File: config.mk
export PLATFORM = sky130hd
export DESIGN_NAME = src_cmd_top
export DESIGN_NICKNAME = d
export VERILOG_FILES = /design/src/pkg/src_pkg.sv /design/src/rtl/src_cmd_top.sv
export SDC_FILE = /design/constraint.sdc
export NUM_CORES = 1
export LEC_CHECK = 0
export ABC_AREA = 1
export BUFFER_PORTS_ARGS = -buffer_cell sky130_fd_sc_hd__buf_2
export CAP_MARGIN = 20
export CORE_MARGIN = 2
export CORE_UTILIZATION = 59
export CTS_CLUSTER_SIZE = 10
export DETAILED_ROUTE_END_ITERATION = 16
export HOLD_SLACK_MARGIN = 0.03
export PLACE_DENSITY_LB_ADDON = 0.25
export SYNTH_ARGS = -nofsm -noshare
export SYNTH_HDL_FRONTEND = slang
export SYNTH_SLANG_ARGS = --single-unit
File: constraint.sdc
create_clock -name aclk -period 4.1 [get_ports aclk]
set_clock_uncertainty 0.2 [all_clocks]
set_input_delay 0.41 -clock aclk [delete_from_list [all_inputs] [get_ports aclk]]
set_output_delay 0.41 -clock aclk [all_outputs]
set_load 0.01 [all_outputs]
File: src/pkg/src_pkg.sv
// constants for the remote command subset block
// assumes a 10 MHz system clock and an AXI4-Lite master
`default_nettype none
package src_pkg;
   localparam int unsigned ADDR_W = 8;
   localparam int unsigned ST_W = 8;
   // register byte offsets
   localparam logic [7:0] REG_CTRL = 8'h00;
   localparam logic [7:0] REG_CMD = 8'h04;
   localparam logic [7:0] REG_DELAY = 8'h08;
   localparam logic [7:0] REG_LIVE = 8'h0C;
   localparam logic [7:0] REG_ACCUM = 8'h10;
   localparam logic [7:0] REG_FAULT = 8'h14;
   localparam logic [7:0] REG_REMAIN = 8'h18;
   // control register fields
   localparam int unsigned CTRL_AUX_ONE = 0;
   localparam int unsigned CTRL_AUX_TWO = 1;
   localparam int unsigned CTRL_CAL = 2;
   localparam int unsigned CTRL_PEND = 3;
   // command register fields, one-shot
   localparam int unsigned CMD_CLEAR = 0;
   localparam int unsigned CMD_VOLTAGE_SETTING_CMD = 1;
   localparam int unsigned CMD_CURRENT_SETTING_CMD = 2;
   localparam int unsigned CMD_PROT_RST = 3;
   localparam int unsigned CMD_TRIGGER = 4;
   localparam int unsigned CMD_OUT_ON = 5;
   localparam int unsigned CMD_PROG_ERR = 6;
   // status bit positions
   localparam int unsigned ST_CV = 0;
   localparam int unsigned ST_CC = 1;
   localparam int unsigned ST_FOLD = 3;
   localparam int unsigned ST_ERR = 7;
   localparam logic [ST_W-1:0] MODE_MASK = 8'h0B;
   // timing
   localparam int unsigned CLK_HZ = 10_000_000;
   localparam int unsigned DLY_STEP_MS = 32;
   localparam int unsigned DLY_MAX_S = 32;
   localparam int unsigned DLY_INIT_MS = 500;
   localparam int unsigned TICK_CYCLES = CLK_HZ / 1000 * DLY_STEP_MS;
   localparam logic [15:0] DLY_MAX_TICKS = 16'(DLY_MAX_S * 1000 / DLY_STEP_MS);
   localparam logic [15:0] DLY_INIT_TICKS = 16'((DLY_INIT_MS + DLY_STEP_MS / 2) / DLY_STEP_MS);
   localparam logic [1:0] RESP_OKAY = 2'h0;
   localparam logic [1:0] RESP_SLVERR = 2'h2;
endpackage
`default_nettype wire

File: src/rtl/src_cmd_top.sv
// remote command subset: aux lines, clear, calibration flag, fault delay,
// accumulated status and fault registers behind an AXI4-Lite slave
// assumes synchronous inputs on aclk and a single outstanding access per channel
//
// Behaviour
// - accumulated bit sets if live bit was 1 since last read
// - accumulated register uses the live register's bit layout
// - reading accumulated status clears it afterwards
// - status reads return the plain sum of set bit weights
// - aux one on/off setting drives active-low line, resets off
// - aux one readback returns stored setting, 0 off 1 on
// - aux two on/off setting drives active-low line, resets off
// - aux two readback returns stored setting, 0 off 1 on
// - clear restores remote settings to power-on defaults
// - clear in local loads defaults, applied only once remote
// - clear empties the fault register
// - clear leaves calibration mode untouched
// - calibration mode follows on/off write, starts off
// - calibration readback gives 0 disabled, 1 enabled
// - fault delay 0..32 s in 32 ms steps, starts at 16 steps (512 ms)
// - voltage, current, reset, trigger, output-on restart the delay
// - running delay blocks CV, CC and foldback faults
// - programming error discards the rest of that command word
// - reading fault register clears it and the fault line
//
// The address map and the AXI4-Lite slave port were chosen for this implementation.
`default_nettype none
module src_cmd_top
   import src_pkg::*;
#(
   parameter int unsigned TICK_CYC = TICK_CYCLES
) (
   input wire logic aclk,
   input wire logic aresetn,
   input wire logic awvalid,
   output logic awready,
   input wire logic [ADDR_W-1:0] awaddr,
   input wire logic [2:0] awprot,
   input wire logic wvalid,
   output logic wready,
   input wire logic [31:0] wdata,
   input wire logic [3:0] wstrb,
   output logic bvalid,
   input wire logic bready,
   output logic [1:0] bresp,
   input wire logic arvalid,
   output logic arready,
   input wire logic [ADDR_W-1:0] araddr,
   input wire logic [2:0] arprot,
   output logic rvalid,
   input wire logic rready,
   output logic [31:0] rdata,
   output logic [1:0] rresp,
   input wire logic [ST_W-1:0] status_live,
   input wire logic local_mode,
   output logic aux_output_one_n,
   output logic aux_output_two_n,
   output logic calibration_mode_flag,
   output logic fault_line,
   output logic delay_running
);
   function automatic logic mapped(input logic [ADDR_W-1:0] a);
      mapped = (a == REG_CTRL) || (a == REG_CMD) || (a == REG_DELAY) || (a == REG_LIVE) ||
               (a == REG_ACCUM) || (a == REG_FAULT) || (a == REG_REMAIN);
   endfunction

   // bus state
   logic awready_q, awready_d, wready_q, wready_d, bvalid_q, bvalid_d;
   logic arready_q, arready_d, rvalid_q, rvalid_d;
   logic [1:0] bresp_q, bresp_d, rresp_q, rresp_d;
   logic [31:0] rdata_q, rdata_d;
   logic wr_fire, rd_fire, wr_en;
   logic [ST_W-1:0] status_sum;

   assign wr_fire = awready_q && awvalid && wvalid;
   assign rd_fire = arready_q && arvalid;
   assign wr_en = wr_fire && wstrb[0];

   // block state
   logic aux_one_q, aux_one_d, aux_two_q, aux_two_d, cal_q, cal_d;
   logic pend_q, pend_d, aux_one_n_q, aux_one_n_d, aux_two_n_q, aux_two_n_d;
   logic [15:0] dly_set_q, dly_set_d, dly_cnt_q, dly_cnt_d;
   logic [31:0] pre_q, pre_d;
   logic [ST_W-1:0] accum_q, accum_d, fault_q, fault_d;
   logic fault_line_q, fault_line_d, running_q, running_d;
   logic [6:0] cmd;
   logic restart;

   always_comb begin
      cmd = 7'h00;
      if (wr_en && awaddr == REG_CMD) begin
         // error drops the remaining commands of the word
         cmd = wdata[CMD_PROG_ERR] ? 7'h40 : wdata[6:0];
      end
   end

   assign restart = cmd[CMD_VOLTAGE_SETTING_CMD] | cmd[CMD_CURRENT_SETTING_CMD] | cmd[CMD_PROT_RST] |
                    cmd[CMD_TRIGGER] | cmd[CMD_OUT_ON];
   assign status_sum = status_live | (cmd[CMD_PROG_ERR] ? ST_W'(1) << ST_ERR : '0);

   // bus handshake
   always_comb begin
      awready_d = awvalid && wvalid && !awready_q && !bvalid_q;
      wready_d = awready_d;
      bvalid_d = bvalid_q;
      bresp_d = bresp_q;
      if (bvalid_q && bready) begin
         bvalid_d = 1'b0;
      end
      if (wr_fire) begin
         bvalid_d = 1'b1;
         bresp_d = mapped(awaddr) ? RESP_OKAY : RESP_SLVERR;
      end
      arready_d = arvalid && !arready_q && !rvalid_q;
      rvalid_d = rvalid_q;
      rresp_d = rresp_q;
      rdata_d = rdata_q;
      if (rvalid_q && rready) begin
         rvalid_d = 1'b0;
      end
      if (rd_fire) begin
         rvalid_d = 1'b1;
         rresp_d = mapped(araddr) ? RESP_OKAY : RESP_SLVERR;
         rdata_d = 32'h0000_0000;
         unique case (araddr)
            REG_CTRL: begin
               rdata_d[CTRL_AUX_ONE] = aux_one_q;
               rdata_d[CTRL_AUX_TWO] = aux_two_q;
               rdata_d[CTRL_CAL] = cal_q;
               rdata_d[CTRL_PEND] = pend_q;
            end
            REG_DELAY: rdata_d[15:0] = dly_set_q;
            REG_LIVE: rdata_d[ST_W-1:0] = status_live;
            REG_ACCUM: rdata_d[ST_W-1:0] = accum_q;
            REG_FAULT: rdata_d[ST_W-1:0] = fault_q;
            REG_REMAIN: rdata_d[15:0] = dly_cnt_q;
            default: rdata_d = 32'h0000_0000;
         endcase
      end
   end

   // settings, clear and calibration
   always_comb begin
      aux_one_d = aux_one_q;
      aux_two_d = aux_two_q;
      cal_d = cal_q;
      dly_set_d = dly_set_q;
      pend_d = pend_q && local_mode;
      if (wr_en && awaddr == REG_CTRL) begin
         aux_one_d = wdata[CTRL_AUX_ONE];
         aux_two_d = wdata[CTRL_AUX_TWO];
         cal_d = wdata[CTRL_CAL];
      end
      if (wr_en && awaddr == REG_DELAY) begin
         dly_set_d = (wdata[15:0] > DLY_MAX_TICKS) ? DLY_MAX_TICKS : wdata[15:0];
      end
      if (cmd[CMD_CLEAR]) begin
         // calibration flag deliberately kept
         aux_one_d = 1'b0;
         aux_two_d = 1'b0;
         dly_set_d = DLY_INIT_TICKS;
         pend_d = local_mode;
      end
      // outputs follow settings only under remote control
      aux_one_n_d = local_mode ? aux_one_n_q : ~aux_one_d;
      aux_two_n_d = local_mode ? aux_two_n_q : ~aux_two_d;
   end

   // fault delay counter
   always_comb begin
      pre_d = pre_q;
      dly_cnt_d = dly_cnt_q;
      if (restart) begin
         dly_cnt_d = dly_set_q;
         pre_d = 32'h0000_0000;
      end else if (dly_cnt_q != 16'h0000) begin
         if (pre_q >= 32'(TICK_CYC - 1)) begin
            pre_d = 32'h0000_0000;
            dly_cnt_d = dly_cnt_q - 16'h0001;
         end else begin
            pre_d = pre_q + 32'h0000_0001;
         end
      end
      running_d = dly_cnt_d != 16'h0000;
   end

   // accumulated status and fault registers
   always_comb begin
      logic [ST_W-1:0] src;
      src = status_sum;
      if (dly_cnt_q != 16'h0000) begin
         src = status_sum & ~MODE_MASK;
      end
      accum_d = accum_q;
      if (rd_fire && araddr == REG_ACCUM) begin
         accum_d = '0;
      end
      accum_d = accum_d | status_sum;
      fault_d = fault_q;
      if ((rd_fire && araddr == REG_FAULT) || cmd[CMD_CLEAR]) begin
         fault_d = '0;
      end
      fault_d = fault_d | src;
      fault_line_d = |fault_d;
   end

   always_ff @(posedge aclk) begin
      if (!aresetn) begin
         awready_q <= 1'b0;
         wready_q <= 1'b0;
         bvalid_q <= 1'b0;
         bresp_q <= RESP_OKAY;
         arready_q <= 1'b0;
         rvalid_q <= 1'b0;
         rresp_q <= RESP_OKAY;
         rdata_q <= 32'h0000_0000;
         aux_one_q <= 1'b0;
         aux_two_q <= 1'b0;
         cal_q <= 1'b0;
         pend_q <= 1'b0;
         aux_one_n_q <= 1'b1;
         aux_two_n_q <= 1'b1;
         dly_set_q <= DLY_INIT_TICKS;
         dly_cnt_q <= 16'h0000;
         pre_q <= 32'h0000_0000;
         running_q <= 1'b0;
         accum_q <= '0;
         fault_q <= '0;
         fault_line_q <= 1'b0;
      end else begin
         awready_q <= awready_d;
         wready_q <= wready_d;
         bvalid_q <= bvalid_d;
         bresp_q <= bresp_d;
         arready_q <= arready_d;
         rvalid_q <= rvalid_d;
         rresp_q <= rresp_d;
         rdata_q <= rdata_d;
         aux_one_q <= aux_one_d;
         aux_two_q <= aux_two_d;
         cal_q <= cal_d;
         pend_q <= pend_d;
         aux_one_n_q <= aux_one_n_d;
         aux_two_n_q <= aux_two_n_d;
         dly_set_q <= dly_set_d;
         dly_cnt_q <= dly_cnt_d;
         pre_q <= pre_d;
         running_q <= running_d;
         accum_q <= accum_d;
         fault_q <= fault_d;
         fault_line_q <= fault_line_d;
      end
   end

   assign awready = awready_q;
   assign wready = wready_q;
   assign bvalid = bvalid_q;
   assign bresp = bresp_q;
   assign arready = arready_q;
   assign rvalid = rvalid_q;
   assign rresp = rresp_q;
   assign rdata = rdata_q;
   assign aux_output_one_n = aux_one_n_q;
   assign aux_output_two_n = aux_two_n_q;
   assign calibration_mode_flag = cal_q;
   assign fault_line = fault_line_q;
   assign delay_running = running_q;
endmodule // src_cmd_top
`default_nettype wire

==> impl_results.md <==
- Maximum root-to-sink buffer count: 2
- DR DRC count: 0
- Num ports: 120
- Starting Density: 61.4%
- CTS tree: done
- CP Class: reg -> reg
- DR pass1 iterations: 6
- Worst Path Max Fanout: 18
- Least-Margin Pin Slew: 0.668 ns
- IO Port Bufs: 76
- Cts repair resizes: 0
- Leakage: 3.10 nW
- GR peak layer: met2
- Max-Cap Viols: 0
- Number of instances in the placed design: 1,039
- Worst hold path class: in -> reg
- GP Congestion: 0.917
- Fin util: 68.0%
- Post-route ant nets: 0
- Hold Buf Count CTS: 0
- Share of cells above drive strength 1: 12.5%
- GRT Resource Usage Total: 28.0%
- CTS root buf: clkbuf_8
- CTS H-tree lvls: 3
- Async set or reset register ratio after synthesis: 0%
- RSZ-0062 raised after global routing: false
- Cell Count, Final, Fillers Out: 1,055
- Slew Viols, Final: 0
- Startpoint types: flip-flop
- Wire per inst: 13.6 um
- # diodes: 0
- R2R Setup Slk: 1.39 ns
- Area Overhead vs Synth: 10.7%
- Worst skew pair latency: 0.38 ns
- Synth Flop Type: dfxtp_1
- Status: completed
- Global Route met3 Usage: 5.08%
- Via/cell ratio: 5.52
- Most frequent cells in the layout: nand2_1, inv_1, nor2_1, dfxtp_1, buf_2
- Nets: 998
- Maximum clock rate: 369 MHz
- Final setup fails: 0
- Clock slew at reported path FFs: 0.12 ns
- M2 GR Usage: 46.3%
- Synth Warn #: 0
- Register area share after synthesis: 38.5%
- Post-layout min period: 2.71 ns
- Row count: 35
- GRT met1 Usage: 35.8%
- Final TNS setup: 0 ns
- Synth unique cells: 46
- Core Box Area: 9330 sq um
- Data arrival, critical path: 2.78 ns
- Die Ht: 103 um
- Initial antenna violation count: 0
- Period utilization: 66.2%
- Hold Violations, Final: 0
- Total wire length: 14,300 um
- Grt total ovfl: 0
- Peak VDD IR: 0.204 mV
- Die area: 10,500 sq um
- Fill count: 802
- CP endpoint kind: flip-flop
- Power Dens Cells: 309 nW/um^2
- Largest net degree at the start of global routing: 39
- Commonest non-fill, non-tap cell in the layout: nand2_1
- Clock Sink Count: 110
- Die width: 103 um
- HPWL after DPL: 10,600 um
- Avg Cell Area, Syn: 6.71 sq um
- Vias in the first global route: 5,378
- Synth Cell Area: 5730 sq um
- Flops & latches, synth: 110
- Via count: 5,827
- Max-slew headroom: 55.3%
- Detailed Route Iter0 Violations: 358
- Critical path data required time: 4.17 ns
- Post-synth EDFFs: 0
- # Post-CTS Setup Buffers: 0
- First-pass GRT wire length: 23,500 um
- Syn Inst Count: 853
- TritonCTS Buffers: 9
==> layer usage <==
layer	up-vias	wire, um
li1	2879	-
met1	2652	6220
met2	259	6650
met3	37	1070
met4	0	397
met5	-	0
==> layout make-up <==
type | instances | area (sq um) | share of cell area [%]
Clock buffer | 9 | 124 | 1.95
Clock inverter | 7 | 104 | 1.64
Inverter | 141 | 529 | 8.35
Multi-Input combinational cell | 580 | 2820 | 44.4
Sequential cell | 110 | 2200 | 34.7
Tap cell | 129 | 161 | 2.55
Timing Repair Buffer | 79 | 403 | 6.36
==> kinds of logic (layout without fill, tap and decap cells) <==
| group | count (synthesis) | count (layout) | share of synthesized area, % |
|---|---|---|---|
| AOI/OAI and AO/OA | 124 | 124 | 13.5 |
| buffers and inverters | 180 | 236 | 13.5 |
| adders and majority gates | 3 | 3 | 0.656 |
| and+or+nand+nor | 431 | 431 | 33.3 |
| xor gates and xnor gates | 4 | 4 | 0.612 |
| other | 1 | 18 | 0.0655 |
| DFF | 110 | 110 | 38.5 |
==> worst max-delay path, cell delays in order (launching register included) <==
cell and delay, ns:
dfxtp_1 0.42, nand3_2 0.18, nor4_4 0.38, nand4_2 0.47, or2_2 0.45, nand2_1 0.08, nand2_1 0.07, nor2_1 0.14
nand2_1 0.07, nor2_1 0.08, nor2_1 0.05
==> power by group <==
part | internal [mW] | switching (mW) | leakage (nW)
registers | 1.09 | 0.0114 | 0.894
clock network | 0.304 | 0.413 | 0.114
logic | 0.0485 | 0.0900 | 2.09
total | 1.44 | 0.515 | 3.10
==> flip-flops by register name (all words and copies together), names as in the netlist <==
signal / count
accum_q: 8
arready: 1
aux_one_q: 1
aux_output_one_n: 1
aux_output_two_n: 1
aux_two_q: 1
bresp: 1
bvalid: 1
calibration_mode_flag: 1
delay_running: 1
dly_cnt_q: 16
dly_set_q: 16
fault_line: 1
fault_q: 8
pend_q: 1
pre_q: 32
rdata: 16
rresp: 1
rvalid: 1
wready: 1
==> Yosys cell counts (3+ instances only) <==
cell type	instances	area share, %
nand2_1	179	12
inv_1	137	9.0
dfxtp_1	110	38
nor2_1	110	7.2
nand3_1	66	5.8
a21oi_1	41	3.6
nor3_1	31	2.7
o21ai_0	30	2.6
buf_4	23	3.0
a221oi_1	14	2.1
nand4_1	14	1.5
clkbuf_1	13	0.85
o221ai_1	8	1.2
o22ai_1	8	0.87
nor4_1	7	0.76
or2_2	5	0.55
a211oi_1	4	0.52
nand2_2	4	0.44
o21a_1	4	0.52
a22oi_1	3	0.39
ha_1	3	0.66
nor2_2	3	0.33
o21ai_1	3	0.26
xor2_1	3	0.46
==> worst paths after layout <==
kind	startpoint	endpoint	cells past startpoint
max	wready$_SDFF_PN0_	delay_running$_SDFF_PN0_	10
min	arvalid	arready$_SDFF_PN0_	3
max reg2reg	wready$_SDFF_PN0_	delay_running$_SDFF_PN0_	10
min reg2reg	arready$_SDFF_PN0_	arready$_SDFF_PN0_	1
==> per-stage QoR <==
stage / power, mW / hold slack [ns] / setup slack (ns) / cell area [sq um]
6_report: 1.96 / 0.0441 / 1.39 / 6340
5_1_grt: 2.02 / 0.0433 / 1.13 / 6340
4_1_cts: 1.95 / 0.0410 / 1.42 / 6340
3_5_place_dp: 1.26 / 0.237 / 1.32 / 6110
3_3_place_gp: 1.26 / 0.227 / 1.36 / 6110
2_1_floorplan: 1.21 / 0.230 / 2.01 / 5790
Power figures use the tool's default switching activity.
